--- config.mk ---
export PLATFORM = sky130hd
export DESIGN_NAME = bec_codec
export DESIGN_NICKNAME = d
export VERILOG_FILES = /design/src/rtl/bec_pkg.sv /design/src/rtl/bec_octet_mem.sv /design/src/rtl/bec_codec.sv
export VERILOG_INCLUDE_DIRS = /design/src /design/src/rtl
export SDC_FILE = /design/constraint.sdc
export NUM_CORES = 1
export LEC_CHECK = 0
export BUFFER_PORTS_ARGS = -buffer_cell sky130_fd_sc_hd__buf_2
export CORE_ASPECT_RATIO = 1.2
export CORE_MARGIN = 5
export CORE_UTILIZATION = 35
export DETAILED_ROUTE_END_ITERATION = 10
export PLACE_DENSITY_LB_ADDON = 0.2
export SETUP_SLACK_MARGIN = 0.05
export SYNTH_ARGS = -nofsm -noshare
export SYNTH_HDL_FRONTEND = slang
export SYNTH_SLANG_ARGS = --single-unit
--- constraint.sdc ---
create_clock -name sys_clk -period 2.9 [get_ports sys_clk]
set_input_delay 0.145 -clock sys_clk [delete_from_list [all_inputs] [get_ports sys_clk]]
set_output_delay 0.145 -clock sys_clk [all_outputs]
set_load 0.01 [all_outputs]
--- src/rtl/bec_map.svh ---
`ifndef BEC_MAP_SVH
`define BEC_MAP_SVH

// Register byte offsets on the APB bus
`define BEC_OFF_CTRL       8'h00
`define BEC_OFF_CODE       8'h04
`define BEC_OFF_DIAG       8'h08
`define BEC_OFF_STAT       8'h0C
`define BEC_OFF_ISTAT      8'h10
`define BEC_OFF_IMASK      8'h14
`define BEC_OFF_LEN        8'h18

// Field positions
`define BEC_CTRL_START     0
`define BEC_CTRL_KIND      1
`define BEC_DIAG_MT_LSB    0
`define BEC_DIAG_IE_LSB    8
`define BEC_STAT_BUSY      0
`define BEC_STAT_KIND      1
`define BEC_INT_DONE       0
`define BEC_INT_REFUSED    1
`define BEC_EXT_BIT        7

// Reset values
`define BEC_RST_CODE       7'h00
`define BEC_RST_DIAG       16'h0000
`define BEC_RST_INT        2'h0
`define BEC_RST_LEN        3'h0

// Element identifier and octet positions
`define BEC_PERR_IDENT     8'h45
`define BEC_OCT_IDENT      3'h0
`define BEC_OCT_LEN        3'h1
`define BEC_OCT_CODE       3'h2
`define BEC_OCT_DIAG_MT    3'h3
`define BEC_OCT_DIAG_IE    3'h4
`define BEC_HDR_OCTETS     3'h2
`define BEC_BASE_OCTETS    3'h3

// Protocol error cause codes
`define BEC_CAUSE_DISC     7'h01
`define BEC_CAUSE_MSGTYPE  7'h04
`define BEC_CAUSE_OOS      7'h05
`define BEC_CAUSE_REPOPT   7'h06
`define BEC_CAUSE_MISSMAND 7'h07
`define BEC_CAUSE_UNRECIE  7'h08
`define BEC_CAUSE_MANDCONT 7'h09
`define BEC_CAUSE_OPTCONT  7'h0A
`define BEC_CAUSE_INCOMPAT 7'h0B
`define BEC_CAUSE_REPMAND  7'h0C
`define BEC_CAUSE_TOOMANY  7'h0D
`define BEC_CAUSE_REFNUM   7'h0F

// Connection incomplete reason codes
`define BEC_RSN_NORMAL     7'h00
`define BEC_RSN_FAULT      7'h01
`define BEC_RSN_NOPROV     7'h02
`define BEC_RSN_BADSLOT    7'h03
`define BEC_RSN_BADLINK    7'h04
`define BEC_RSN_CCHAN      7'h05

// Diagnostic length classes
`define BEC_DIAG_NONE      2'd0
`define BEC_DIAG_ONE       2'd1
`define BEC_DIAG_TWO       2'd2
`define BEC_DIAG_BAD       2'd3

`endif

--- src/rtl/bec_pkg.sv ---
package bec_pkg;

   // Element kind selected by software
   typedef enum logic {
      BEC_KIND_PERR = 1'b0,
      BEC_KIND_CINC = 1'b1
   } bec_kind_t;

   // Builder states, Gray coded along idle-load-fetch-catch-emit
   typedef enum logic [2:0] {
      BEC_ST_IDLE  = 3'b000,
      BEC_ST_LOAD  = 3'b001,
      BEC_ST_FETCH = 3'b011,
      BEC_ST_CATCH = 3'b010,
      BEC_ST_EMIT  = 3'b110
   } bec_state_t;

endpackage

--- src/rtl/bec_octet_mem.sv ---
`timescale 1ns/10ps

module bec_octet_mem #(
   parameter int DEPTH = 8,
   parameter int AW    = 3
) (
   input  wire logic          sys_clk,
   input  wire logic          resetn,
   input  wire logic          wr_en,
   input  wire logic [AW-1:0] wr_addr,
   input  wire logic [7:0]    wr_data,
   input  wire logic [AW-1:0] rd_addr,
   output logic      [7:0]    rd_data
);

   logic [7:0] mem [DEPTH];

   // Octet store, written while an element is assembled
   always_ff @(posedge sys_clk) begin
      if (wr_en) begin
         mem[wr_addr] <= wr_data;
      end
   end

   // Registered read port, one cycle of latency
   always_ff @(posedge sys_clk or negedge resetn) begin
      if (!resetn) begin
         rd_data <= 8'h00;
      end else begin
         rd_data <= mem[rd_addr];
      end
   end

endmodule

--- src/rtl/bec_codec.sv ---
// Chosen here: the placing of the registers and the APB interface to the registers.
`timescale 1ns/10ps
`include "bec_map.svh"

module bec_codec #(
   parameter logic [7:0] CINC_IDENT = 8'h00,
   parameter int         MEM_DEPTH  = 8
) (
   input  wire logic        sys_clk,
   input  wire logic        resetn,
   input  wire logic        psel,
   input  wire logic        penable,
   input  wire logic        pwrite,
   input  wire logic [7:0]  paddr,
   input  wire logic [31:0] pwdata,
   output logic      [31:0] prdata,
   output logic             pready,
   output logic             pslverr,
   output logic             tx_valid,
   output logic      [7:0]  tx_data,
   output logic             tx_last,
   input  wire logic        tx_ready,
   output logic             irq,
   output bec_pkg::bec_kind_t tx_kind
);

   import bec_pkg::*;

   localparam int IW = 3;

   // Diagnostic length class of a cause code
   function automatic logic [1:0] diag_len(input logic [6:0] cause);
      logic [1:0] r;
      r = `BEC_DIAG_BAD;
      case (cause)
         `BEC_CAUSE_DISC,
         `BEC_CAUSE_REFNUM:   r = `BEC_DIAG_NONE;
         `BEC_CAUSE_MSGTYPE,
         `BEC_CAUSE_INCOMPAT,
         `BEC_CAUSE_TOOMANY:  r = `BEC_DIAG_ONE;
         `BEC_CAUSE_OOS,
         `BEC_CAUSE_REPOPT,
         `BEC_CAUSE_MISSMAND,
         `BEC_CAUSE_UNRECIE,
         `BEC_CAUSE_MANDCONT,
         `BEC_CAUSE_OPTCONT,
         `BEC_CAUSE_REPMAND:  r = `BEC_DIAG_TWO;
         default:             r = `BEC_DIAG_BAD;
      endcase
      return r;
   endfunction

   // Defined reason codes of the connection incomplete element
   function automatic logic reason_ok(input logic [6:0] reason);
      logic ok;
      ok = 1'b0;
      case (reason)
         `BEC_RSN_NORMAL,
         `BEC_RSN_FAULT,
         `BEC_RSN_NOPROV:   ok = 1'b1;
         `BEC_RSN_BADSLOT,
         `BEC_RSN_BADLINK,
         `BEC_RSN_CCHAN:    ok = 1'b1;
         default:           ok = 1'b0;
      endcase
      return ok;
   endfunction

   // Whether a code may be sent for the given kind
   function automatic logic code_ok(input bec_kind_t kind, input logic [6:0] code);
      logic ok;
      ok = 1'b0;
      if (kind == BEC_KIND_PERR) begin
         ok = (diag_len(code) != `BEC_DIAG_BAD);
      end else begin
         ok = reason_ok(code);
      end
      return ok;
   endfunction

   // Total octets of an element
   function automatic logic [IW-1:0] elem_len(input bec_kind_t kind,
                                              input logic [6:0] code);
      logic [IW-1:0] n;
      n = `BEC_BASE_OCTETS;
      if (kind == BEC_KIND_PERR) begin
         n = `BEC_BASE_OCTETS + {1'b0, diag_len(code)};
      end else begin
         n = `BEC_BASE_OCTETS;
      end
      return n;
   endfunction

   // Octet at a given position of the element
   function automatic logic [7:0] octet_at(input logic [IW-1:0] idx,
                                           input bec_kind_t kind,
                                           input logic [6:0] code,
                                           input logic [6:0] mt,
                                           input logic [6:0] ie);
      logic [7:0] o;
      logic [IW-1:0] clen;
      o = 8'h00;
      clen = elem_len(kind, code) - `BEC_HDR_OCTETS;
      case (idx)
         `BEC_OCT_IDENT:   o = (kind == BEC_KIND_PERR) ? `BEC_PERR_IDENT
                                                       : CINC_IDENT;
         `BEC_OCT_LEN:     o = {5'h00, clen};
         `BEC_OCT_CODE:    o = {1'b1, code};
         `BEC_OCT_DIAG_MT: o = {1'b0, mt};
         `BEC_OCT_DIAG_IE: o = {1'b0, ie};
         default:          o = 8'h00;
      endcase
      return o;
   endfunction

   // Software-visible registers
   logic [6:0]   code_reg;
   logic [15:0]  diag_reg;
   logic [1:0]   istat;
   logic [1:0]   imask;
   logic [IW-1:0] last_len;

   // Job captured at start
   bec_state_t   state;
   bec_kind_t    job_kind;
   logic [6:0]   job_code;
   logic [6:0]   job_mt;
   logic [6:0]   job_ie;
   logic [IW-1:0] job_len;
   logic [IW-1:0] idx;

   // APB decode
   logic         acc_first;
   logic         acc_done;
   logic         wr_done;
   logic         start_req;
   logic         start_ok;
   logic         start_ok_q;
   logic         mapped;
   logic [31:0]  rd_mux;
   bec_kind_t    req_kind;

   // Builder events
   logic         ev_done;
   logic         ev_refused;
   logic         mem_wr_en;
   logic [7:0]   mem_wr_data;
   logic [7:0]   mem_rd_data;

   assign acc_first = psel && penable && !pready;
   assign acc_done  = psel && penable && pready;
   assign wr_done   = acc_done && pwrite;
   assign req_kind  = bec_kind_t'(pwdata[`BEC_CTRL_KIND]);
   assign start_req = pwrite && (paddr == `BEC_OFF_CTRL) && pwdata[`BEC_CTRL_START];
   assign start_ok  = (state == BEC_ST_IDLE) && code_ok(req_kind, code_reg);

   // Address decode
   always_comb begin
      mapped = 1'b1;
      rd_mux = 32'h0000_0000;
      case (paddr)
         `BEC_OFF_CTRL:  rd_mux = 32'h0000_0000;
         `BEC_OFF_CODE:  rd_mux = {25'h0, code_reg};
         `BEC_OFF_DIAG:  rd_mux = {16'h0, diag_reg};
         `BEC_OFF_STAT:  rd_mux = {30'h0, job_kind, (state != BEC_ST_IDLE)};
         `BEC_OFF_ISTAT: rd_mux = {30'h0, istat};
         `BEC_OFF_IMASK: rd_mux = {30'h0, imask};
         `BEC_OFF_LEN:   rd_mux = {29'h0, last_len};
         default: begin
            mapped = 1'b0;
            rd_mux = 32'h0000_0000;
         end
      endcase
   end

   // APB answer, one wait cycle per access
   always_ff @(posedge sys_clk or negedge resetn) begin
      if (!resetn) begin
         pready     <= 1'b0;
         pslverr    <= 1'b0;
         prdata     <= 32'h0000_0000;
         start_ok_q <= 1'b0;
      end else if (acc_first) begin
         pready     <= 1'b1;
         prdata     <= pwrite ? 32'h0000_0000 : rd_mux;
         pslverr    <= !mapped || (start_req && !start_ok);
         start_ok_q <= start_req && start_ok;
      end else begin
         pready     <= 1'b0;
         pslverr    <= 1'b0;
         start_ok_q <= 1'b0;
      end
   end

   // Refused start: busy or a reserved code
   assign ev_refused = wr_done && start_req && !start_ok_q;

   // Code and diagnostic registers
   always_ff @(posedge sys_clk or negedge resetn) begin
      if (!resetn) begin
         code_reg <= `BEC_RST_CODE;
         diag_reg <= `BEC_RST_DIAG;
      end else if (wr_done) begin
         if (paddr == `BEC_OFF_CODE) begin
            code_reg <= pwdata[6:0];
         end
         if (paddr == `BEC_OFF_DIAG) begin
            diag_reg <= pwdata[15:0];
         end
      end
   end

   // Interrupt mask
   always_ff @(posedge sys_clk or negedge resetn) begin
      if (!resetn) begin
         imask <= `BEC_RST_INT;
      end else if (wr_done && (paddr == `BEC_OFF_IMASK)) begin
         imask <= pwdata[1:0];
      end
   end

   // Sticky status, write one to clear, a new event wins
   always_ff @(posedge sys_clk or negedge resetn) begin
      if (!resetn) begin
         istat <= `BEC_RST_INT;
      end else begin
         if (wr_done && (paddr == `BEC_OFF_ISTAT)) begin
            istat[`BEC_INT_DONE]    <= ev_done || (istat[`BEC_INT_DONE]
                                       && !pwdata[`BEC_INT_DONE]);
            istat[`BEC_INT_REFUSED] <= ev_refused || (istat[`BEC_INT_REFUSED]
                                       && !pwdata[`BEC_INT_REFUSED]);
         end else begin
            istat[`BEC_INT_DONE]    <= istat[`BEC_INT_DONE] || ev_done;
            istat[`BEC_INT_REFUSED] <= istat[`BEC_INT_REFUSED] || ev_refused;
         end
      end
   end

   // Level interrupt from unmasked status
   always_ff @(posedge sys_clk or negedge resetn) begin
      if (!resetn) begin
         irq <= 1'b0;
      end else begin
         irq <= |(istat & imask);
      end
   end

   // Builder: capture a job, load its octets, then walk them out
   always_ff @(posedge sys_clk or negedge resetn) begin
      if (!resetn) begin
         state    <= BEC_ST_IDLE;
         job_kind <= BEC_KIND_PERR;
         job_code <= `BEC_RST_CODE;
         job_mt   <= 7'h00;
         job_ie   <= 7'h00;
         job_len  <= `BEC_RST_LEN;
         last_len <= `BEC_RST_LEN;
         idx      <= '0;
      end else begin
         case (state)
            BEC_ST_IDLE: begin
               if (wr_done && start_req && start_ok_q) begin
                  job_kind <= req_kind;
                  job_code <= code_reg;
                  job_mt   <= diag_reg[`BEC_DIAG_MT_LSB +: 7];
                  job_ie   <= diag_reg[`BEC_DIAG_IE_LSB +: 7];
                  job_len  <= elem_len(req_kind, code_reg);
                  last_len <= elem_len(req_kind, code_reg);
                  idx      <= '0;
                  state    <= BEC_ST_LOAD;
               end
            end
            BEC_ST_LOAD: begin
               if (idx == job_len - 3'd1) begin
                  idx   <= '0;
                  state <= BEC_ST_FETCH;
               end else begin
                  idx <= idx + 3'd1;
               end
            end
            BEC_ST_FETCH: begin
               state <= BEC_ST_CATCH;
            end
            BEC_ST_CATCH: begin
               state <= BEC_ST_EMIT;
            end
            BEC_ST_EMIT: begin
               if (tx_ready) begin
                  if (idx == job_len - 3'd1) begin
                     state <= BEC_ST_IDLE;
                  end else begin
                     idx   <= idx + 3'd1;
                     state <= BEC_ST_FETCH;
                  end
               end
            end
            default: begin
               state <= BEC_ST_IDLE;
            end
         endcase
      end
   end

   // Element finished when its last octet is taken
   assign ev_done     = (state == BEC_ST_EMIT) && tx_ready && (idx == job_len - 3'd1);
   assign mem_wr_en   = (state == BEC_ST_LOAD);
   assign mem_wr_data = octet_at(idx, job_kind, job_code, job_mt, job_ie);

   // Octet store
   bec_octet_mem #(
      .DEPTH (MEM_DEPTH),
      .AW    (IW)
   ) u_mem (
      .sys_clk (sys_clk),
      .resetn  (resetn),
      .wr_en   (mem_wr_en),
      .wr_addr (idx),
      .wr_data (mem_wr_data),
      .rd_addr (idx),
      .rd_data (mem_rd_data)
   );

   // Octet stream output, held until taken
   always_ff @(posedge sys_clk or negedge resetn) begin
      if (!resetn) begin
         tx_valid <= 1'b0;
         tx_data  <= 8'h00;
         tx_last  <= 1'b0;
         tx_kind  <= BEC_KIND_PERR;
      end else if (state == BEC_ST_CATCH) begin
         tx_valid <= 1'b1;
         tx_data  <= mem_rd_data;
         tx_last  <= (idx == job_len - 3'd1);
         tx_kind  <= job_kind;
      end else if ((state == BEC_ST_EMIT) && tx_ready) begin
         tx_valid <= 1'b0;
         tx_last  <= 1'b0;
      end
   end

endmodule

======== After elaboration in Yosys (flattened, before gate mapping) ========
Memories as Yosys holds them, arrays and structs flattened. A register that Yosys moved wholly into a read port is not among the register bits.
Cells that the tools add are included.
word-level totals
  register bits ........................... 108
  bits in latches ......................... 0
  memory bits (writable) .................. 64
  ROM bits ................................ 128
  input bits .............................. 46
  output and inout port bits .............. 46
  word-level logic and storage cells ...... 146
  memories kept ........................... 5
memory list
  memory            words  bits a word  rd ports  clocked after memory_dff  wr ports  RTL line             source
  u_mem.mem         8      8            1         1                         1         bec_octet_mem.sv:16  logic [7:0] mem [DEPTH];
  (name not given)  16     2            1         0                         0         bec_codec.sv:35      case (cause)
  (name not given)  16     2            1         0                         0         bec_codec.sv:35
  (name not given)  16     2            1         0                         0         bec_codec.sv:35
  (name not given)  16     2            1         0                         0         bec_codec.sv:35
cells by class
  $add $sub $neg .......................... 6
  multipliers ............................. 0
  divide/modulo/power cells ............... 0
  magnitude comparators ................... 0
  equality and inequality tests ........... 25
  shifts and indexed selects .............. 0
  muxes and demuxes ....................... 41
  bitwise gates (word level) .............. 1
  reduce and logical (&&, ||, !) cells .... 47
operators with widths
  operator                                                                count
  16-bit one-hot mux with 6 select lines                                  1
  8-bit one-hot mux with 5 select lines                                   1
  32-bit 2-to-1 mux                                                       1
  3-bit 2-to-1 mux                                                        10
  2-bit 2-to-1 mux                                                        14
  8-bit by 5-bit equality test with 1-bit output (second input constant)  3
  1-bit logical AND                                                       18
  8-bit by 4-bit equality test with 1-bit output (second input constant)  2
  3-bit one-hot mux with 5 select lines                                   1
  7-bit by 2-bit equality test with 1-bit output (second input constant)  2
  7-bit by 3-bit equality test with 1-bit output (second input constant)  2
  3-bit by 2-bit equality test with 1-bit output (second input constant)  4
  3-bit logical NOT                                                       4
  1-bit 2-to-1 mux                                                        11
  2-bit by 2-bit adder with 3-bit output (first input constant)           3
  3-bit one-hot mux with 3 select lines                                   1
  8-bit by 3-bit equality test with 1-bit output (second input constant)  1
  8-bit logical NOT                                                       1
  7-bit by 1-bit equality test with 1-bit output (second input constant)  1
  1-bit logical NOT                                                       7
  7-bit logical NOT                                                       1
  7-bit 2-to-1 mux                                                        1
  7-bit OR reduction                                                      1
  3-bit by 1-bit equality test with 1-bit output (second input constant)  2
  other kinds (16)                                                        27

======== Logic depth before layout (Yosys ltp) ========
Gate-level depths: netlist (run 1).
  depth in word-level cells ............... 10
  mapped depth ............................ 10
  depth with buffers taken out ............ 10

======== Modules after synthesis ========
A second synthesis (run 1) with hierarchy kept.
second synthesis, totals
  cell total of the unflattened synthesis .. 503
  area total of the unflattened synthesis .. 7364.6 um^2
by module, submodules not included
  module         instances  cells an instance  area an instance (um^2)  seq. area each (um^2)
  bec_codec      1          389                4633.2                   2227.1
  bec_octet_mem  1          114                2731.4                   2122.0

======== Worst setup path after synthesis (run 1) ========
Ideal clock, no wire load.
  path kind ............................... reg2reg
  start ................................... register job_code[0]
  end ..................................... memory u_mem.mem[0][1] (data pin)
  setup time .............................. 0.284 ns
  arrival time ............................ 2.138 ns
  data required time ...................... 2.616 ns
  slack ................................... 0.478 ns
  cell stages (with the launch flop) ...... 10
  buffers on the path ..................... 0
  period minus slack after synthesis ...... 2.422 ns
  path through ............................ dfrtp_1 > inv_1 > ha_1 > inv_1 > mux4_2 > and2_1 > ha_1 > nand3_1 > o21ai_0 > a221o_1
between the ends
  word-level cells in the longest chain between the ends .. 7
RTL lines
  what                                                          RTL line             source
  from (decl)                                                   bec_codec.sv:126     logic [6:0] job_code;
  from (signal assigned)                                        bec_codec.sv:253     job_code <= `BEC_RST_CODE;
  from (signal assigned)                                        bec_codec.sv:264     job_code <= code_reg;
  memory read 16 x 2 bit                                        -
  2-bit 2-to-1 mux                                              bec_codec.sv:35
  2-bit 2-to-1 mux                                              bec_codec.sv:86      if (kind == BEC_KIND_PERR) begin
  2-bit by 2-bit adder with 3-bit output (no source line)       -
  3-bit 2-to-1 mux                                              bec_codec.sv:86
  3-bit by 2-bit subtractor with 3-bit output (no source line)  -
  8-bit one-hot mux with 5 select lines                         bec_codec.sv:104     case (idx)
  named net mem_wr_data[1]                                      bec_codec.sv:147     logic [7:0] mem_wr_data;
  to (decl)                                                     bec_octet_mem.sv:16
The timed path passes the listed nets, and every way through them passes these cells. The select of a mux whose other input is x is not followed.

======== Final worst setup path (run 1) ========
  start ................................... register job_code[0]
  end ..................................... memory u_mem.mem[6][1] (data pin)
The elaborated chain is that of the path after synthesis.

==> results of run 1 <==
## per-stage QoR
step / cells / hold WS [ns] / utilization, % / worst slack (ns)
after CTS: 917 / 0.00245 / 41.8 / 0.215
after floorplan: 558 / -0.151 / - / 0.478
after detailed placement: 868 / 0.368 / 38.2 / 0.235
final: 917 / 0.0238 / 41.8 / 0.220
after global routing: 917 / 0.0207 / 41.8 / 0.0946
after global placement: 868 / 0.364 / 38.2 / 0.329
## worst max path at each step
stage           startpoint  slack, ns         endpoint  cells after the start
3_3_place_gp   job_code[0]       0.33  u_mem.mem[6][1]                      9
4_1_cts        job_code[0]       0.22  u_mem.mem[3][1]                      9
3_5_place_dp   job_code[0]       0.23  u_mem.mem[0][1]                      9
5_1_grt        job_code[0]       0.09  u_mem.mem[6][1]                      9
6_report       job_code[0]       0.22  u_mem.mem[6][1]                      9
2_1_floorplan  job_code[0]       0.48  u_mem.mem[0][1]                      9
## report_power, final
part           total [mW]  internal, mW  switching [mW]
Clock                2.27          1.36           0.917
Combinational        1.03         0.445           0.582
Sequential           2.74          2.62           0.113
## metal layers
layer	up-vias	GRT usage [%]	share of wire, %
met5	-	0	0
met4	0	5.49	1.7
met3	17	2.84	2.9
met1	2382	17.4	42
li1	2174	-	-
met2	89	25.7	53
## cell families after synthesis
family | share of synthesized area (%)
AO/OA/AOI/OAI | 8.87
XOR/XNOR | 0.668
adder cells (fa/ha/maj) | 3.34
buffers and inverters | 5.31
flip-flops | 58.1
multiplexers | 14.5
other | 0.0501
AND/OR/NAND/NOR | 9.17
## final cells by class
class | instances | area share, %
inverter | 20 | 0.853
tap | 270 | 3.84
sequential | 161 | 49.4
timing repair buffer | 100 | 7.36
clock buffer | 22 | 5.40
multi-input combinational | 334 | 31.8
clock inverter | 10 | 1.38
## worst max-delay path: stages, from the launching register on
cell     delay, ns
dfrtp_1       0.44
inv_1         0.12
ha_1          0.30
inv_1         0.03
mux4_2        0.47
and2_1        0.18
ha_1          0.30
nand3_1       0.07
o21ai_0       0.08
a221o_1       0.39
## placed cells by master, fill, tap and decap left out, types with 17 or more instances in the layout
cell,synthesis,final
buf_2,10,58
buf_4,17,25
clkbuf_16,0,18
dfrtp_1,97,97
dlygate4sd3_1,0,17
edfxtp_1,64,64
ha_1,20,20
inv_1,18,18
mux2_2,37,37
mux2i_1,18,18
nand2_1,45,45
nor2_1,22,22
o21ai_0,17,17
## timing repair
action,CTS,global route
setup buffers,0,0
endpoints found under the setup margin,0,0
endpoints found under the hold margin,94,0
hold buffers,17,0
==> results.py, run 1 <==
metrics = {
    "clock_tree": {
        "cts-buffers-inserted": 17,
        "cts_tree": "done",
        "h-tree-depth": 4,
        "cts.clk_slew.worst_paths_ns": 0.06,
        "clk_root_buffer_cell": "clkbuf_16",
        "clock_latency_ns": 0.42,
        "clock_path_buffers": 2,
        "cts_resized": 0,
        "numClockSinks": 161,
    },
    "place": {
        "dp_hpwl_um": 11700,
        "place_congestion": 0.863,
        "port_buffers": 59,
        "dpl_cell_area_um2": 8040,
    },
    "finish": {
        "finalInstanceArea_um2": 8800,
        "ff_latch_area_um2": 4350,
        "num-fill-cells": 1990,
        "syn2layout_area_growth_pct": 17.6,
        "multiInputGateArea_um2": 2800,
        "diodes": 0,
        "largest_reg_flops": 64,
        "drive_gt1_share_pct": 29.4,
        "finalNetCount": 700,
    },
    "drt": {
        "drt_first_pass_iters": 5,
        "drt_iter0_markers": 279,
        "ant_nets": 0,
        "routed-via-count": 4662,
        "drc": 0,
        "viasPerCell": 5.08,
        "routedWlPerCell_um": 18.3,
        "drt-total-wl_um": 16800,
    },
    "power": {
        "cellLeakagePower_nw": 3.86,
        "power-per-cell-area_nw_per_um2": 686,
        "ir_drop_v": 0.000407,
        "finalPower_mw": 6.04,
    },
    "synth": {
        "async_flop_share_pct": 60.2,
        "synth_ff_type": "dfrtp_1",
        "ys_seq_area_share_pct": 58.1,
        "syn_area_um2": 7490,
        "ys_warn_count": 0,
        "synthTopCellsByArea": "dfrtp_1 32%, edfxtp_1 26%, mux2_2 5.6%, ha_1 3.3%, mux2_4 3.2%",
        "avgSynthCellArea_um2": 13.8,
        "synth_commonest_cells": "97 x dfrtp_1, 64 x edfxtp_1, 45 x nand2_1, 37 x mux2_2, 22 x nor2_1",
        "synth_top_area_share_pct": 32.4,
        "synth_top_area_cell": "dfrtp_1",
        "synth-edff-count": 64,
        "yosysMostFrequentCell": "dfrtp_1",
        "yosys_register_bits": 161,
        "synthDistinctLibCells": 75,
        "syn-instance-count": 543,
    },
    "hold_path": {
        "min_path_type": "in -> reg",
        "hold-path-cell-count": 3,
        "holdCritStartpoint": "pwdata[0]",
        "min_to": "code_reg[0]",
    },
    "global_routing": {
        "grtUsageTotal_pct": 14.5,
        "grt_pass1_vias": 5019,
        "antenna_found_initial": 0,
        "grt.overflow.total": 0,
        "grt_max_degree": 75,
        "grt_pass1_wl_um": 27400,
    },
    "worst_setup_path": {
        "end_kind": "register",
        "cp.arrival_ns": 2.80,
        "crit_path_max_fanout": 8,
        "rr_worst_depth": 9,
        "required_ns": 3.02,
        "r2r_start": "job_code[0]",
        "r2r_slack_ns": 0.22,
        "rr_endpoint": "u_mem.mem[6][1]",
        "critical_path_class": "reg -> reg",
        "worst_setup_path_start_kind": "register",
    },
    "timing": {
        "fin_setup_tns_ns": 0,
        "fin_crit_ns": 2.68,
        "rsz0062_at_grt": "no",
        "max_freq_mhz": 373,
        "hold_viol": 0,
        "relSlewSlack_pct": 32.5,
        "min_period_over_period_pct": 92.4,
        "clock_skew_ns": 0.0106,
        "finalSetupViolCount": 0,
        "tightest_slew_ns": 1.01,
        "drv_slew": 0,
    },
    "die": {
        "die_area_um2": 24400,
        "core-area_um2": 21000,
        "io_pins": 92,
        "dieHeight_um": 170,
        "initial_core_util_pct": 35.6,
        "die_x_um": 144,
        "core.rowCount": 58,
    },
    "flow_run": {
        "max_cap_viol_count": 0,
    },
    "run_status": {
        "status": "finished clean",
    },
}
(Power assumes the default switching activity.)
==> run 2, diff against run 1 <==
RECOVER_POWER = 50   (was not set)
==> run 2 against run 1 <==
Compared with the run above: critical endpoint unchanged; routed wire length grew 0.15%; non-clock buffer count did not move; clock skew about the same; sequential cell count unchanged; worst hold slack got worse by 0.0026 ns; critical path type unchanged; first-iteration DRC count rose by 19%; global-route usage is the same; critical path depth unchanged; the flow now finishes with violations (capacitance limit, slew limit); sequential power is essentially flat; register-to-register slack is essentially flat; combinational power about the same.
==> results.py, run 2 (synthesized netlist as in run 1, its figures left out) <==
metrics = {
    "timing": {
        "tightest_slew_ns": 1.97,
        "min_period_over_period_pct": 92.9,
        "hold_viol": 0,
        "fin_setup_tns_ns": 0,
        "relSlewSlack_pct": -31.6,
        "drv_slew": 75,
        "rsz0062_at_grt": "no",
        "fin_crit_ns": 2.69,
        "max_freq_mhz": 371,
        "clock_skew_ns": 0.0108,
        "holdWs_ns": 0.0212,
        "finalSetupViolCount": 0,
        "fin_ws_ns": 0.207,
    },
    "worst_setup_path": {
        "crit_path_max_fanout": 8,
        "critical_path_class": "reg -> reg",
        "cp.arrival_ns": 2.82,
        "worst_setup_path_start_kind": "register",
        "required_ns": 3.02,
        "end_kind": "register",
        "r2r_slack_ns": 0.21,
    },
    "global_routing": {
        "grt.overflow.total": 0,
        "grt_max_degree": 75,
        "grtUsageTotal_pct": 14.5,
        "grt_pass1_vias": 5019,
        "antenna_found_initial": 0,
        "grt_pass1_wl_um": 27400,
    },
    "finish": {
        "mostFrequentLayoutCell": "dfrtp_1",
        "finalInstanceArea_um2": 8740,
        "diodes": 0,
        "drive_gt1_share_pct": 23.6,
        "largest_reg_flops": 64,
        "syn2layout_area_growth_pct": 16.8,
        "fin_util_pct": 41.5,
        "final_cell_mix": "97 x dfrtp_1, 64 x edfxtp_1, 45 x nand2_1",
        "finalNetCount": 700,
    },
    "drt": {
        "drt_iter0_markers": 331,
        "routedWlPerCell_um": 18.4,
        "routed-via-count": 4677,
        "viasPerCell": 5.10,
        "drt_first_pass_iters": 4,
        "ant_nets": 0,
        "drc": 0,
        "drt-total-wl_um": 16800,
    },
    "place": {
        "place_congestion": 0.863,
        "port_buffers": 59,
        "dpl_cell_area_um2": 8040,
        "dp_hpwl_um": 11700,
        "pre_cts_ws_ns": 0.235,
    },
    "clock_tree": {
        "cts_resized": 0,
        "cts-buffers-inserted": 17,
        "clock_latency_ns": 0.43,
        "cts_tree": "done",
        "clock_path_buffers": 2,
        "h-tree-depth": 4,
        "numClockSinks": 161,
        "clk_root_buffer_cell": "clkbuf_16",
        "cts.clk_slew.worst_paths_ns": 0.06,
    },
    "die": {
        "dieHeight_um": 170,
        "die_x_um": 144,
        "core.rowCount": 58,
        "io_pins": 92,
        "initial_core_util_pct": 35.6,
        "die_area_um2": 24400,
        "core-area_um2": 21000,
    },
    "power": {
        "ir_drop_v": 0.000411,
        "power-per-cell-area_nw_per_um2": 688,
        "cellLeakagePower_nw": 3.73,
    },
    "run_status": {
        "status": "complete, but fails checks",
        "violations": "capacitance limit, slew limit",
    },
    "hold_path": {
        "min_path_type": "in -> reg",
    },
    "flow_run": {
        "max_cap_viol_count": 1,
    },
}
run 2: cell count changes in the layout (fill, tap and decap cells not counted), sizes merged:
cell / delta
buf: -37
clkbuf: +37
run 2: cell type report:
class / instances / area (µm²)
timing repair buffer: 100 / 589
tap: 270 / 338
inverter: 20 / 75.1
multi-input combinational: 334 / 2790
fill: 2013 / 12300
clock inverter: 10 / 121
clock buffer: 22 / 475
sequential: 161 / 4350
run 2: power by group:
part	switching [mW]	total, mW	internal [mW]
logic	0.581	0.999	0.418
registers	0.115	2.74	2.62
clock network	0.919	2.27	1.36
run 2: metrics by stage:
| step | cells | power (mW) |
|---|---|---|
| after global routing | 917 | 6.32 |
| after CTS | 917 | 6.14 |
| after global placement | 868 | 3.79 |
| after detailed placement | 868 | 3.82 |
| after floorplan | 558 | 3.47 |
| final | 917 | 6.01 |
run 2: worst max-delay path: stages, from the launching register on:
cell and delay, ns:
dfrtp_1 0.44, inv_1 0.12, ha_1 0.30, inv_1 0.03, mux4_2 0.47, and2_1 0.18
ha_1 0.30, nand3_1 0.07, o21ai_0 0.08, a221o_1 0.40
run 2: metal layers:
layer / vias up / wire length [µm] / track usage, % / share of wire [%]
li1: 2166 / - / - / -
met2: 106 / 8950 / 25.7 / 53
met3: 19 / 612 / 2.84 / 3.6
met1: 2386 / 6960 / 17.4 / 41
met5: - / 0 / 0 / 0
met4: 0 / 321 / 5.49 / 1.9
run 2: path summary, 6_finish.rpt:
| kind | from | endpoint | cells past startpoint |
|---|---|---|---|
| hold reg to reg | u_mem.rd_data[1] | tx_data[1] | 1 |
| hold / removal | pwdata[0] | code_reg[0] | 3 |
| max in group asynchronous | resetn | prdata[7] | 3 |
| setup reg to reg | job_code[0] | u_mem.mem[6][1] | 9 |
| setup / recovery | job_code[0] | u_mem.mem[6][1] | 9 |
| min in group asynchronous | resetn | tx_data[5] | 2 |
run 2: timing repair:
action | CTS | global route
buffers inserted | 0 | 0
endpoints found under the hold margin | 94 | 0
hold buffers | 17 | 0
